--- config.mk ---
export PLATFORM = sky130hd
export DESIGN_NAME = acc_core
export DESIGN_NICKNAME = d
export VERILOG_FILES = /design/src/acc_pkg.sv /design/src/acc_timer.sv /design/src/acc_core.sv
export VERILOG_INCLUDE_DIRS = /design/src /design/src/src
export SDC_FILE = /design/constraint.sdc
export NUM_CORES = 1
export LEC_CHECK = 0
export ABC_AREA = 0
export BUFFER_PORTS_ARGS = -buffer_cell sky130_fd_sc_hd__buf_4
export CAP_MARGIN = 20
export CORE_MARGIN = 3
export CORE_UTILIZATION = 56
export DETAILED_ROUTE_END_ITERATION = 6
export PLACE_DENSITY = 0.77
export SYNTH_ARGS = -nofsm -noshare
export SYNTH_HDL_FRONTEND = slang
export SYNTH_HIERARCHICAL = 1
export SYNTH_SLANG_ARGS = --single-unit
--- constraint.sdc ---
create_clock -name pclk -period 3.3 [get_ports pclk]
set_input_delay 0.66 -clock pclk [delete_from_list [all_inputs] [get_ports pclk]]
set_output_delay 0.66 -clock pclk [all_outputs]
set_load 0.01 [all_outputs]
--- src/acc_defs.svh ---
// register offsets, field positions, reset values and timing counts of the calibration control block
`ifndef ACC_DEFS_SVH
`define ACC_DEFS_SVH
// printed offsets are register indices; byte address is four times the index
`define ACC_IDX_ENABLE 8'h61
`define ACC_IDX_CFG_MAIN 8'h62
`define ACC_IDX_CFG_OREF 8'h65
`define ACC_IDX_AVG 8'h68
`define ACC_IDX_STATE 8'h6a
`define ACC_IDX_PIN_CFG 8'h6b
`define ACC_IDX_IRQ_STAT 8'h70
`define ACC_IDX_IRQ_MASK 8'h71
`define ACC_IDX_CTRL 8'h72
`define ACC_RST_ENABLE 8'h01
`define ACC_RST_CFG_MAIN 8'h01
`define ACC_RST_CFG_OREF 8'h01
`define ACC_RST_AVG 8'h61
`define ACC_RST_PIN_CFG 8'h00
`define ACC_RST_IRQ_MASK 8'h00
`define ACC_BIT_ENGINE 0
`define ACC_BIT_FG 0
`define ACC_BIT_BG 1
`define ACC_BIT_FG_OS 2
`define ACC_BIT_BG_OS 3
`define ACC_BIT_OREF 2
`define ACC_BIT_START 0
`define ACC_BIT_STOP_BG 1
`define ACC_BIT_DONE 0
`define ACC_BIT_STOPPED 1
`define ACC_FLD_OFFSET_AVERAGING_DEPTH_HI 6
`define ACC_FLD_OFFSET_AVERAGING_DEPTH_LO 4
`define ACC_FLD_LIN_AVG_HI 2
`define ACC_FLD_LIN_AVG_LO 0
`define ACC_FLD_CODE_HI 4
`define ACC_FLD_CODE_LO 2
`define ACC_FLD_PINSEL_HI 2
`define ACC_FLD_PINSEL_LO 1
// base length of one averaging step, scaled by 2**depth
`define ACC_STEP_NS 80
`define ACC_CLK_NS 5
`define ACC_STEP_CYCLES ((`ACC_STEP_NS + `ACC_CLK_NS - 1) / `ACC_CLK_NS)
`endif

--- src/acc_pkg.sv ---
// types shared by the calibration control block
package acc_pkg;
    typedef enum logic [2:0] {
        ACC_IDLE,
        ACC_CLEAR,
        ACC_FG_LIN,
        ACC_FG_OFS,
        ACC_BG_RUN,
        ACC_BG_STOP
    } acc_state_e;
    typedef logic [7:0] acc_byte_t;
endpackage : acc_pkg

--- src/acc_timer.sv ---
// averaging-phase timer: counts base steps times two to the power of the depth
`timescale 1ns/1ps
`include "acc_defs.svh"
module acc_timer import acc_pkg::*; #(
    parameter int STEP = `ACC_STEP_CYCLES
) (
    input wire logic pclk,
    input wire logic presetn,
    input wire logic start,
    input wire logic [2:0] depth,
    output logic done
);
    logic [17:0] cnt_q;
    logic run_q;

    always_ff @(posedge pclk or negedge presetn) begin
        if (!presetn) begin
            cnt_q <= 18'h0;
            run_q <= 1'b0;
        end else if (start) begin
            cnt_q <= 18'((STEP << depth) - 1);
            run_q <= 1'b1;
        end else if (run_q) begin
            if (cnt_q == 18'h0) begin
                run_q <= 1'b0;
            end else begin
                cnt_q <= cnt_q - 18'h1;
            end
        end
    end

    // no term in start here: the sequencer restarts from done, which would close a loop
    assign done = run_q && (cnt_q == 18'h0);
endmodule : acc_timer

--- src/acc_core.sv ---
// calibration control: APB registers, calibration sequencer, status pin and interrupt
`timescale 1ns/1ps
`include "acc_defs.svh"
module acc_core import acc_pkg::*; #(
    parameter int STEP = `ACC_STEP_CYCLES
) (
    input wire logic pclk,
    input wire logic presetn,
    input wire logic psel,
    input wire logic penable,
    input wire logic pwrite,
    input wire logic [11:0] paddr,
    input wire logic [31:0] pwdata,
    input wire logic [3:0] pstrb,
    output logic [31:0] prdata,
    output logic pready,
    output logic pslverr,
    input wire logic alarm_in,
    output logic calibration_state_pin,
    output logic offset_reference_select,
    output logic offset_calibration_active,
    output logic irq
);
    acc_byte_t enable_q;
    acc_byte_t cfg_main_q;
    acc_byte_t cfg_oref_q;
    acc_byte_t avg_q;
    acc_byte_t pin_cfg_q;
    acc_byte_t irq_stat_q;
    acc_byte_t irq_mask_q;
    acc_state_e state_q;
    logic foreground_complete_flag_q;
    logic stopped_q;
    logic stop_req_q;
    logic alarm_s1_q;
    logic alarm_s2_q;
    logic pin_q;
    logic ofs_q;
    logic timer_start;
    logic timer_done;
    logic [2:0] timer_depth;
    logic start_pulse;
    logic done_rise;
    logic stop_rise;
    logic [7:0] reg_idx;
    logic idx_ok;
    logic wr_en;
    logic rd_en;
    logic wr_lane0;
    acc_byte_t rd_byte;

    logic foreground_run_select;
    logic background_run_enable;
    logic foreground_offset_enable;
    logic background_offset_enable;
    logic [2:0] offset_averaging_depth;
    logic [2:0] linearity_averaging_depth;
    logic [2:0] state_code;
    logic [1:0] pin_select;

    assign foreground_run_select = cfg_main_q[`ACC_BIT_FG];
    assign background_run_enable = cfg_main_q[`ACC_BIT_BG];
    assign foreground_offset_enable = cfg_main_q[`ACC_BIT_FG_OS] & foreground_run_select;
    assign background_offset_enable = cfg_main_q[`ACC_BIT_BG_OS] & background_run_enable;
    assign offset_averaging_depth = avg_q[`ACC_FLD_OFFSET_AVERAGING_DEPTH_HI:`ACC_FLD_OFFSET_AVERAGING_DEPTH_LO];
    assign linearity_averaging_depth = avg_q[`ACC_FLD_LIN_AVG_HI:`ACC_FLD_LIN_AVG_LO];
    assign pin_select = pin_cfg_q[`ACC_FLD_PINSEL_HI:`ACC_FLD_PINSEL_LO];

    // apb decode: zero-wait, byte address is index times four
    assign reg_idx = paddr[9:2];
    assign pready = 1'b1;
    assign wr_en = psel && penable && pwrite;
    assign rd_en = psel && penable && !pwrite;
    assign wr_lane0 = wr_en && pstrb[0];

    always_comb begin
        idx_ok = 1'b1;
        rd_byte = 8'h00;
        unique case (reg_idx)
            `ACC_IDX_ENABLE: rd_byte = enable_q;
            `ACC_IDX_CFG_MAIN: rd_byte = cfg_main_q;
            `ACC_IDX_CFG_OREF: rd_byte = cfg_oref_q;
            `ACC_IDX_AVG: rd_byte = avg_q;
            `ACC_IDX_STATE: rd_byte = {3'h0, state_code, stopped_q, foreground_complete_flag_q};
            `ACC_IDX_PIN_CFG: rd_byte = pin_cfg_q;
            `ACC_IDX_IRQ_STAT: rd_byte = irq_stat_q;
            `ACC_IDX_IRQ_MASK: rd_byte = irq_mask_q;
            `ACC_IDX_CTRL: rd_byte = {6'h00, stop_req_q, 1'b0};
            default: idx_ok = 1'b0;
        endcase
        if (paddr[11:10] != 2'h0 || paddr[1:0] != 2'h0) begin
            idx_ok = 1'b0;
        end
    end

    assign pslverr = psel && penable && !idx_ok;

    always_ff @(posedge pclk or negedge presetn) begin
        if (!presetn) begin
            prdata <= 32'h0;
        end else if (psel && !penable && !pwrite) begin
            prdata <= {24'h0, rd_byte};
        end
    end

    // configuration registers; state register ignores writes
    always_ff @(posedge pclk or negedge presetn) begin
        if (!presetn) begin
            enable_q <= `ACC_RST_ENABLE;
            cfg_main_q <= `ACC_RST_CFG_MAIN;
            cfg_oref_q <= `ACC_RST_CFG_OREF;
            avg_q <= `ACC_RST_AVG;
            pin_cfg_q <= `ACC_RST_PIN_CFG;
            irq_mask_q <= `ACC_RST_IRQ_MASK;
        end else if (wr_lane0 && idx_ok) begin
            unique case (reg_idx)
                `ACC_IDX_ENABLE: enable_q <= pwdata[7:0];
                `ACC_IDX_CFG_MAIN: cfg_main_q <= pwdata[7:0];
                `ACC_IDX_CFG_OREF: cfg_oref_q <= pwdata[7:0];
                `ACC_IDX_AVG: avg_q <= pwdata[7:0];
                `ACC_IDX_PIN_CFG: pin_cfg_q <= pwdata[7:0];
                `ACC_IDX_IRQ_MASK: irq_mask_q <= pwdata[7:0];
                default: ;
            endcase
        end
    end

    // start pulse: writing 1 to control bit 0 launches a new run
    assign start_pulse = wr_lane0 && (reg_idx == `ACC_IDX_CTRL) && pwdata[`ACC_BIT_START]
        && enable_q[`ACC_BIT_ENGINE];

    always_ff @(posedge pclk or negedge presetn) begin
        if (!presetn) begin
            stop_req_q <= 1'b0;
        end else if (wr_lane0 && reg_idx == `ACC_IDX_CTRL) begin
            stop_req_q <= pwdata[`ACC_BIT_STOP_BG];
        end
    end

    // sequencer
    always_ff @(posedge pclk or negedge presetn) begin
        if (!presetn) begin
            state_q <= ACC_IDLE;
        end else if (!enable_q[`ACC_BIT_ENGINE]) begin
            state_q <= ACC_IDLE;
        end else if (start_pulse) begin
            state_q <= ACC_CLEAR;
        end else begin
            unique case (state_q)
                ACC_IDLE: state_q <= ACC_IDLE;
                ACC_CLEAR: begin
                    if (foreground_run_select) begin
                        state_q <= ACC_FG_LIN;
                    end else if (background_run_enable) begin
                        state_q <= ACC_BG_RUN;
                    end else begin
                        state_q <= ACC_IDLE;
                    end
                end
                ACC_FG_LIN: begin
                    if (timer_done) begin
                        state_q <= foreground_offset_enable ? ACC_FG_OFS :
                            (background_run_enable ? ACC_BG_RUN : ACC_IDLE);
                    end
                end
                ACC_FG_OFS: begin
                    if (timer_done) begin
                        state_q <= background_run_enable ? ACC_BG_RUN : ACC_IDLE;
                    end
                end
                ACC_BG_RUN: begin
                    if (!background_run_enable) begin
                        state_q <= ACC_IDLE;
                    end else if (stop_req_q && timer_done) begin
                        state_q <= ACC_BG_STOP;
                    end
                end
                ACC_BG_STOP: begin
                    if (!background_run_enable) begin
                        state_q <= ACC_IDLE;
                    end else if (!stop_req_q) begin
                        state_q <= ACC_BG_RUN;
                    end
                end
            endcase
        end
    end

    // phase timer restarts on entry to every timed phase except background run entered from the foreground offset phase, and on each background step
    assign timer_start = (state_q == ACC_CLEAR)
        || (state_q == ACC_FG_LIN && timer_done)
        || (state_q == ACC_BG_RUN && timer_done)
        || (state_q == ACC_BG_STOP && !stop_req_q);
    always_comb begin
        timer_depth = linearity_averaging_depth;
        if (state_q == ACC_CLEAR && !foreground_run_select) begin
            timer_depth = background_offset_enable ? offset_averaging_depth : linearity_averaging_depth;
        end else if (state_q == ACC_FG_LIN && foreground_offset_enable) begin
            timer_depth = offset_averaging_depth;
        end else if (state_q != ACC_CLEAR && state_q != ACC_FG_LIN && background_offset_enable) begin
            timer_depth = offset_averaging_depth;
        end
    end

    acc_timer #(
        .STEP(STEP)
    ) i_acc_timer (
        .pclk(pclk),
        .presetn(presetn),
        .start(timer_start),
        .depth(timer_depth),
        .done(timer_done)
    );

    // foreground done flag: cleared at run start, set on finish or skip
    always_ff @(posedge pclk or negedge presetn) begin
        if (!presetn) begin
            foreground_complete_flag_q <= 1'b0;
        end else if (state_q == ACC_CLEAR) begin
            foreground_complete_flag_q <= !foreground_run_select;
        end else if ((state_q == ACC_FG_LIN && timer_done && !foreground_offset_enable)
            || (state_q == ACC_FG_OFS && timer_done)) begin
            foreground_complete_flag_q <= 1'b1;
        end else if (start_pulse) begin
            foreground_complete_flag_q <= 1'b0;
        end
    end

    // stopped flag
    always_ff @(posedge pclk or negedge presetn) begin
        if (!presetn) begin
            stopped_q <= 1'b0;
        end else if (start_pulse || state_q == ACC_BG_RUN) begin
            stopped_q <= 1'b0;
        end else if (state_q == ACC_BG_STOP) begin
            stopped_q <= 1'b1;
        end else if (!background_run_enable && foreground_complete_flag_q) begin
            stopped_q <= 1'b1;
        end
    end

    always_comb begin
        state_code = 3'h0;
        unique case (state_q)
            ACC_IDLE: state_code = 3'h0;
            ACC_CLEAR: state_code = 3'h1;
            ACC_FG_LIN: state_code = 3'h2;
            ACC_FG_OFS: state_code = 3'h3;
            ACC_BG_RUN: state_code = 3'h4;
            ACC_BG_STOP: state_code = 3'h5;
        endcase
    end

    // offset reference: 0 mid-code, 1 spare converter samples
    always_ff @(posedge pclk or negedge presetn) begin
        if (!presetn) begin
            offset_reference_select <= 1'b0;
            ofs_q <= 1'b0;
        end else begin
            offset_reference_select <= cfg_oref_q[`ACC_BIT_OREF];
            ofs_q <= (state_q == ACC_FG_OFS) || (state_q == ACC_BG_RUN && background_offset_enable);
        end
    end
    assign offset_calibration_active = ofs_q;

    always_ff @(posedge pclk or negedge presetn) begin
        if (!presetn) begin
            alarm_s1_q <= 1'b0;
            alarm_s2_q <= 1'b0;
        end else begin
            alarm_s1_q <= alarm_in;
            alarm_s2_q <= alarm_s1_q;
        end
    end

    always_ff @(posedge pclk or negedge presetn) begin
        if (!presetn) begin
            pin_q <= 1'b0;
        end else begin
            unique case (pin_select)
                2'h0: pin_q <= foreground_complete_flag_q;
                2'h1: pin_q <= stopped_q;
                2'h2: pin_q <= alarm_s2_q;
                2'h3: pin_q <= 1'b0;
            endcase
        end
    end
    assign calibration_state_pin = pin_q;

    // sticky events; set wins over the read that clears
    logic done_d1_q;
    logic stop_d1_q;
    always_ff @(posedge pclk or negedge presetn) begin
        if (!presetn) begin
            done_d1_q <= 1'b0;
            stop_d1_q <= 1'b0;
        end else begin
            done_d1_q <= foreground_complete_flag_q;
            stop_d1_q <= stopped_q;
        end
    end
    assign done_rise = foreground_complete_flag_q && !done_d1_q;
    assign stop_rise = stopped_q && !stop_d1_q;

    always_ff @(posedge pclk or negedge presetn) begin
        if (!presetn) begin
            irq_stat_q <= 8'h00;
        end else begin
            if (rd_en && reg_idx == `ACC_IDX_IRQ_STAT) begin
                irq_stat_q <= 8'h00;
            end
            if (done_rise) begin
                irq_stat_q[`ACC_BIT_DONE] <= 1'b1;
            end
            if (stop_rise) begin
                irq_stat_q[`ACC_BIT_STOPPED] <= 1'b1;
            end
        end
    end

    assign irq = |(irq_stat_q & irq_mask_q);
endmodule : acc_core

After elaboration in Yosys (flattened, before gate mapping)
Cells that the tools add are included.
- output and inout bits: 38
- word-level logic and storage cells: 151
- bits in registers: 90
- input port bits: 54
- shift-type cells: 1
- reduce and logical (&&, ||, !) cells: 63
- add/sub/neg operators: 2
- bitwise gates (word level): 3
- eq/ne operators: 24
- multiplexer cells: 36
- operators with widths (cell ; count):
    $eq A8 B7 Y1 const B ; 9
    $pmux W8 S9 ; 1
    $mux W18 ; 3
    $mux W3 ; 15
    $pmux W3 S6 ; 2
    $logic_and A1 B1 Y1 ; 27
    $logic_not A18 Y1 ; 1
    $shl A5 B3 Y18 const A ; 1
    $sub A18 B1 Y18 const B ; 1
    $sub A18 B2 Y18 const B ; 1
    $reduce_and A2 Y1 ; 7
    $mux W1 ; 13
    $ne A5 B5 Y1 const B ; 2
    $reduce_bool A2 Y1 ; 5
    $logic_not A1 Y1 ; 9
    $reduce_or A9 Y1 ; 1
    $and A2 B8 Y8 ; 1
    $ne A4 B4 Y1 const B ; 2
    $reduce_or A8 Y1 ; 1
    $logic_or A1 B1 Y1 ; 7
    $eq A3 B2 Y1 const B ; 2
    $eq A3 B3 Y1 const B ; 2
    $reduce_bool A3 Y1 ; 2
    $eq A2 B2 Y1 const B ; 2
    11 further kinds ; 12

Depth between registers and ports, before layout
Gate-level depths: netlist of the first run.
- depth in word-level cells: 9
- depth in mapped cells: 13
- gate-level depth less buffers: 12

Cells and area by module
Netlist of the first run, hierarchy kept.
- by module, submodules not included (module ; area an instance (sq um) ; cells an instance ; sequential area each (sq um) ; instances):
    acc_core ; 3862.5 ; 343 ; 1784.2 ; 1
    acc_timer ; 1206.2 ; 130 ; 475.5 ; 1

Least setup slack after synthesis of the first run
OpenSTA, ideal clock, no wires.
- path type: reg-to-reg
- from: reg i_acc_timer.cnt_q[0]
- to: reg i_acc_timer.cnt_q[7]
- period minus slack after synthesis: 2.817 ns
- data arrival time: 2.685 ns
- setup slack: 0.483 ns
- path buffers: 1
- required time: 3.169 ns
- library setup time: 0.131 ns
- stages on the path, launching flop included: 14
- cell sequence: dfrtp_1 inv_1 ha_1 nor4b_4 nand4_1 nor4_1 nor2b_1 a21oi_1 o22ai_1 clkbuf_1 inv_1 nand2_1 nor2_1 or3_1
- word-level cells in the longest chain between the ends: 8
- elaborated cells between the ends (all ways): 14
- those cells by class: 1 x add/sub; 1 x eq/ne; 3 x mux; 9 x reduce/logical
- RTL lines (element ; RTL line ; RTL):
    from (decl) ; acc_timer.sv:13 ; logic [17:0] cnt_q;
    from (signal assigned) ; acc_timer.sv:21 ; cnt_q <= 18'((STEP << depth) - 1);
    from (signal assigned) ; acc_timer.sv:27 ; cnt_q <= cnt_q - 18'h1;
    $logic_not A18 Y1 (*) ; acc_timer.sv:33 ; assign done = run_q && (cnt_q == 18'h0);
    $logic_and A1 B1 Y1 (*) ; acc_timer.sv:33 ;
    named net timer_done ; acc_core.sv:40 ; logic timer_done;
    $logic_and A1 B1 Y1 ; acc_core.sv:191 ; || (state_q == ACC_FG_LIN && timer_done)
    $logic_or A1 B1 Y1 ; acc_core.sv:191 ;
    $logic_or A1 B1 Y1 (*) ; acc_core.sv:192 ; || (state_q == ACC_BG_RUN && timer_done)
    $logic_or A1 B1 Y1 (*) ; acc_core.sv:193 ; || (state_q == ACC_BG_STOP && !stop_req_q);
    named net timer_start ; acc_core.sv:39 ; logic timer_start;
    $ne A2 B1 Y1 (no line) or $reduce_bool A2 Y1 (tied branches) ; - ;
    $reduce_and A2 Y1 (no line) ; - ;
Mark *: on every way through the listed nets, which the timed path passes. The rest lies on a longest branch. The select of a mux whose other input is x is not followed.
A chain may end at the register's enable or synchronous reset.

Final worst setup path of the first run
- from: reg i_acc_timer.cnt_q[0]
- to: reg i_acc_timer.cnt_q[9]
The elaborated chain is that of the path after synthesis.

==> results.json, run 1 <==
{
  "wl_per_cell_um": 18.0,
  "track_usage": 0.229,
  "area_growth_pct": 9.53,
  "first_pass_iters": 4,
  "ys_seq_area_frac": 0.446,
  "ys.flop_type": "dfrtp_1",
  "grt.overflow.total": 0,
  "slew_viol_final": 0,
  "reg2reg_to": "i_acc_timer/cnt_q[9]$_DFFE_PN0P_",
  "max_slew_margin": 0.621,
  "cp_data_required_time_ns": 3.55,
  "max-vdd-ir-drop_uv": 173,
  "die_y_um": 101,
  "fmax_mhz": 341,
  "worstMarginPinSlew_ns": 0.566,
  "cts_tree": "done",
  "finalCritPeriodShare": 0.888,
  "p_per_area_nw_per_um2": 365,
  "route.detailed.drc": 0,
  "rsz0062_at_grt": "no",
  "hold_path_class": "in -> async",
  "die_w_um": 101,
  "grt_pass1_vias": 3742,
  "synth.avg_cell_area_um2": 10.7,
  "cts_sinks": 90,
  "cp-end-kind": "register",
  "path_clk_slew_ns": 0.10,
  "arrival_ns": 3.18,
  "critical_path_class": "reg -> reg",
  "cp-start-kind": "register",
  "cts-root-buf": "clkbuf_8",
  "setup_tns_ns": 0,
  "crit_top_cell": "nor2b_1",
  "synth_edf_count": 0,
  "clock_latency_ns": 0.37,
  "syn_inst": 473,
  "critical-path-max-stage-delay_ns": 0.40,
  "synthesis.area_um2": 5070,
  "dp_hpwl_um": 7860,
  "r2r_slack_ns": 0.37,
  "cp_slowest_cell": "dfrtp_1",
  "max-cap-violations": 0,
  "synth_warnings": 6,
  "vias": 3809,
  "rr_worst_depth": 12,
  "gp_routability_congestion": 0.887,
  "grt_max_degree": 91,
  "hold_violations": 0,
  "detail-route-antenna-nets": 0,
  "crit_path_cell_trace": "inv_1 > ha_1 > nor4b_4 > nand4_1 > nor4_1 > nor2b_1 > a21oi_1 > o22ai_2 > buf_6 > nor2b_1 > a32oi_1 > nand3_1",
  "drt_iter0_markers": 220,
  "crit_fanout": 26,
  "cts_buffer_depth": 2,
  "cts_hold_buffers": 0,
  "grt_first_pass_wirelength_um": 18600,
  "num_io_pins": 92,
  "r2r-start": "i_acc_timer/cnt_q[0]$_DFFE_PN0P_",
  "portBuffers": 39,
  "mostFrequentLayoutCell": "dfrtp_1",
  "final_cell_mix": "84 x dfrtp_1, 42 x buf_4, 41 x mux2_1",
  "status": "finished, final reports clean",
  "synthDistinctLibCells": 71,
  "cts_max_level": 3,
  "setup_viol_count_final": 0,
  "fin_crit_ns": 2.93,
  "fillers": 700,
  "p_leak_uw": 0.00269,
  "coreArea_um2": 8760,
  "rows": 34,
  "drive_gt1_frac": 0.193,
  "holdWs_ns": 0.226,
  "nets": 561,
  "numCtsBuffers": 9,
  "synth-seq-cells": 90,
  "diodes": 0,
  "die_area_um2": 10200,
  "drt-total-wl_um": 11100,
  "fin_skew_ns": 0.0125,
  "viasPerCell": 6.17,
  "async_reset_ff_frac": 1.00,
  "antenna_found_initial": 0,
  "start_util": 0.578
}
worst max path at each step:
stage                                startpoint                               end  slack [ns]
2_1_floorplan  i_acc_timer/cnt_q[0]$_DFFE_PN0P_  i_acc_timer/cnt_q[7]$_DFFE_PN0P_        0.48
3_3_place_gp   i_acc_timer/cnt_q[0]$_DFFE_PN0P_  i_acc_timer/cnt_q[9]$_DFFE_PN0P_        0.35
3_5_place_dp   i_acc_timer/cnt_q[0]$_DFFE_PN0P_  i_acc_timer/cnt_q[9]$_DFFE_PN0P_        0.16
4_1_cts        i_acc_timer/cnt_q[0]$_DFFE_PN0P_  i_acc_timer/cnt_q[9]$_DFFE_PN0P_        0.13
5_1_grt        i_acc_timer/cnt_q[7]$_DFFE_PN0P_  i_acc_timer/cnt_q[9]$_DFFE_PN0P_        0.09
6_report       i_acc_timer/cnt_q[0]$_DFFE_PN0P_  i_acc_timer/cnt_q[9]$_DFFE_PN0P_        0.37
flip-flops by register name, indices dropped and copies added (netlist names):
register,count
irq_stat_q,2
cfg_oref_q,8
alarm_s2_q,1
stop_req_q,1
prdata,8
foreground_complete_flag_q,1
pin_cfg_q,8
state_q,3
enable_q,8
avg_q,8
alarm_s1_q,1
offset_reference_select,1
calibration_state_pin,1
done_d1_q,1
stopped_q,1
i_acc_timer/cnt_q,18
cfg_main_q,8
i_acc_timer/run_q,1
offset_calibration_active,1
irq_mask_q,8
stop_d1_q,1
metal layers:
metal | GRT usage | vias up | routed length [um]
met2 | 0.372 | 118 | 5350
met5 | 0 | - | 0
li1 | - | 1769 | -
met1 | 0.314 | 1907 | 5030
met4 | 0.0665 | 0 | 131
met3 | 0.0427 | 15 | 588
through the flow:
stage / setup slack, ns / power [uW] / utilization / std cells / instance area, um2
6_report: 0.370 / 2030 / 0.633 / 617 / 5550
5_1_grt: 0.0856 / 2100 / 0.633 / 617 / 5550
4_1_cts: 0.129 / 2040 / 0.629 / 615 / 5510
3_5_place_dp: 0.161 / 1250 / 0.606 / 599 / 5310
3_3_place_gp: 0.353 / 1250 / 0.606 / 599 / 5310
2_1_floorplan: 0.483 / 1200 / - / 496 / 5150
synthesized netlist by cell type (3+ instances only):
master,number,area (um2)
o31ai_1,3,22.5
nor4_1,3,18.8
a32oi_1,3,26.3
a211oi_1,3,22.5
buf_4,32,240
mux2_1,41,462
or3b_1,3,26.3
o22ai_1,3,18.8
mux2_4,8,120
mux2i_1,15,150
dfstp_2,6,158
nor2b_1,12,75.1
nor2_1,24,90.1
o211ai_1,6,45.0
nor4b_2,3,45.0
nand2b_1,5,31.3
nand2_1,32,120
nor3_1,11,55.1
or4_1,7,52.6
o21ai_1,10,50.1
or3_1,3,18.8
a21oi_1,22,110
dfrtp_1,84,2100
ha_1,3,37.5
a31oi_1,5,31.3
o21ai_0,11,55.1
clkbuf_1,8,30.0
buf_2,6,30.0
inv_1,14,52.6
mux2_2,5,56.3
and3_1,5,31.3
a22o_1,8,70.1
a22oi_1,6,45.0
nor4_2,3,37.5
nand3_1,9,45.0
what timing repair did:
action / in CTS / in global routing
gates resized for setup: 0 / 1
setup buffers: 0 / 1
endpoints found under the setup margin: 0 / 2
report_power, final:
group	internal, uW	switching (uW)	total [uW]
logic	40.0	83.1	123
clock network	363	432	796
registers	1100	1.64	1110
kinds of logic after synthesis:
family / share of synthesized area
AO/OA/AOI/OAI: 0.133
other: 0.00148
buffers and inverters: 0.0706
AND/OR/NAND/NOR: 0.186
multiplexers: 0.156
adder cells (fa/ha/maj): 0.00741
flip-flops: 0.446
worst max-delay path: cells and delay by family (launching register included):
family	cells	cell delay, ns
AOI/OAI and AO/OA	3	0.57
adders and majority gates	1	0.21
buffers and inverters	2	0.35
DFF	1	0.40
and+or+nand+nor	6	1.26
layout make-up:
type / instances / area, um2 / area share
multi-input combinational: 345 / 2540 / 0.458
sequential: 90 / 2260 / 0.407
timing repair buffer: 44 / 354 / 0.0638
tap: 108 / 135 / 0.0243
clock buffer: 9 / 124 / 0.0223
clock inverter: 7 / 82.6 / 0.0149
inverter: 14 / 52.6 / 0.00947
Power figures use the tool's default switching activity.
==> run 2: changes to the inputs <==
- CORE_ASPECT_RATIO: not set -> 1.1
==> results.json, run 2 (synthesis results as in run 1) <==
{
  "status": "finished, final reports clean",
  "gp_routability_congestion": 0.873,
  "portBuffers": 39,
  "setup_tns_ns": 0,
  "r2r-start": "i_acc_timer/cnt_q[0]$_DFFE_PN0P_",
  "multi_input_area_um2": 2550,
  "critical_path_class": "reg -> reg",
  "start_util": 0.591,
  "coreArea_um2": 8580,
  "max-vdd-ir-drop_uv": 195,
  "setup_viol_count_final": 0,
  "dp_slack_ns": 0.274,
  "cp-start-kind": "register",
  "final_cell_mix": "84 x dfrtp_1, 45 x buf_4, 41 x mux2_1",
  "reg2reg_to": "i_acc_timer/cnt_q[5]$_DFFE_PN0P_",
  "grt_pass1_vias": 3701,
  "critical-path-max-stage-delay_ns": 0.40,
  "die_y_um": 106,
  "rsz0062_at_grt": "no",
  "cts_max_level": 3,
  "p_per_area_nw_per_um2": 369,
  "drive_gt1_frac": 0.196,
  "crit_path_cell_trace": "inv_1 > ha_1 > nor4b_4 > nand4_1 > nor4_2 > nor2b_1 > a21oi_1 > o22ai_2 > buf_4 > nor2_1 > a22oi_1 > o311a_1",
  "first_pass_iters": 5,
  "cts-root-buf": "clkbuf_8",
  "track_usage": 0.221,
  "register_area_um2": 2260,
  "mostFrequentLayoutCell": "dfrtp_1",
  "antenna_found_initial": 0,
  "die_area_um2": 10200,
  "cts_buffer_depth": 2,
  "diodes": 0,
  "fin_skew_ns": 0.00997,
  "viasPerCell": 6.28,
  "max_slew_margin": 0.614,
  "p_leak_uw": 0.00271,
  "dp_hpwl_um": 8060,
  "numCtsBuffers": 9,
  "holdWs_ns": 0.273,
  "rows": 35,
  "rr_worst_depth": 12,
  "finalCritPeriodShare": 0.898,
  "nets": 563,
  "num_io_pins": 92,
  "worstMarginPinSlew_ns": 0.578,
  "fin_crit_ns": 2.96,
  "arrival_ns": 3.26,
  "detail-route-antenna-nets": 0,
  "area_growth_pct": 10.2,
  "grt_first_pass_wirelength_um": 18400,
  "drt-total-wl_um": 11400,
  "fillers": 698,
  "path_clk_slew_ns": 0.09,
  "regMostFlops": "i_acc_timer/cnt_q",
  "drt_iter0_markers": 215,
  "cts_hold_buffers": 0,
  "vias": 3906,
  "max-cap-violations": 0,
  "layout_setup_ws_ns": 0.337,
  "r2r_slack_ns": 0.34,
  "fmax_mhz": 338,
  "wl_per_cell_um": 18.3,
  "die_w_um": 96.7,
  "cp_data_required_time_ns": 3.60,
  "hold_violations": 0,
  "cp_slowest_cell": "dfrtp_1",
  "slew_viol_final": 0,
  "cp-end-kind": "register",
  "grt_max_degree": 91,
  "hold_path_class": "in -> async",
  "crit_path_start": "i_acc_timer/cnt_q[0]$_DFFE_PN0P_",
  "grt.overflow.total": 0,
  "largest_register_ffs": 18,
  "cts_tree": "done",
  "crit_fanout": 9,
  "cts_sinks": 90,
  "clock_latency_ns": 0.36,
  "route.detailed.drc": 0
}
[run 2: changes by cell type in the layout (fill, tap and decap cells not counted), sizes merged]
cell      change
inv           -3
buf           +2
clkinv        +2
bufinv        +1
clkbuf        +1
clkinvlp      -1
[run 2: worst max-delay path, delay by kind of cell, from the launching register on]
| kind | cells | cell delay [ns] |
|---|---|---|
| compound gates | 4 | 0.85 |
| flops | 1 | 0.40 |
| buf+inv | 2 | 0.32 |
| simple gates | 5 | 1.14 |
| fa+ha+maj | 1 | 0.19 |
[run 2: through the flow]
stage / power [uW] / utilization / area (um2) / instances
after floorplan: 1200 / - / 5150 / 496
after global placement: 1250 / 0.620 / 5330 / 604
after detailed placement: 1250 / 0.620 / 5330 / 604
after CTS: 2070 / 0.646 / 5540 / 620
after global routing: 2130 / 0.651 / 5580 / 622
final: 2060 / 0.651 / 5580 / 622
[run 2: where the power goes]
group / total (uW) / internal, uW / leakage, uW / switching, uW
Combinational: 125 / 40.2 / 0.00141 / 84.8
Sequential: 1110 / 1100 / 0.00119 / 1.41
Clock: 829 / 430 / 0.000107 / 400
Total: 2060 / 1570 / 0.00271 / 486
[run 2: per-layer routing]
layer  vias to the layer above  part of all wire  GRT usage
met5                         -                 0          0
met4                         0             0.012     0.0692
met3                        17             0.066     0.0510
met2                       169              0.50      0.371
met1                      1958              0.42      0.286
li1                       1762                 -          -
[run 2: how the worst max path moves through the flow]
| stage | slack, ns | to | depth (start not counted) |
|---|---|---|---|
| 6_report | 0.34 | i_acc_timer/cnt_q[5]$_DFFE_PN0P_ | 12 |
| 5_1_grt | 0.09 | i_acc_timer/cnt_q[5]$_DFFE_PN0P_ | 12 |
| 4_1_cts | 0.18 | i_acc_timer/cnt_q[5]$_DFFE_PN0P_ | 12 |
| 3_5_place_dp | 0.27 | i_acc_timer/cnt_q[7]$_DFFE_PN0P_ | 12 |
| 3_3_place_gp | 0.35 | i_acc_timer/cnt_q[7]$_DFFE_PN0P_ | 12 |
| 2_1_floorplan | 0.48 | i_acc_timer/cnt_q[7]$_DFFE_PN0P_ | 13 |
[run 2: cell type report]
type	count	area share
Timing Repair Buffer	46	0.0654
Sequential cell	90	0.405
Clock buffer	10	0.0229
Inverter	14	0.00941
Multi-Input combinational cell	345	0.457
Clock inverter	6	0.0161
Tap cell	111	0.0249
[run 2: timing repair]
item | 4_1_cts | 5_1_grt
setup endpoints to repair | 0 | 5
gates resized for setup | 0 | 1
setup buffers | 0 | 1
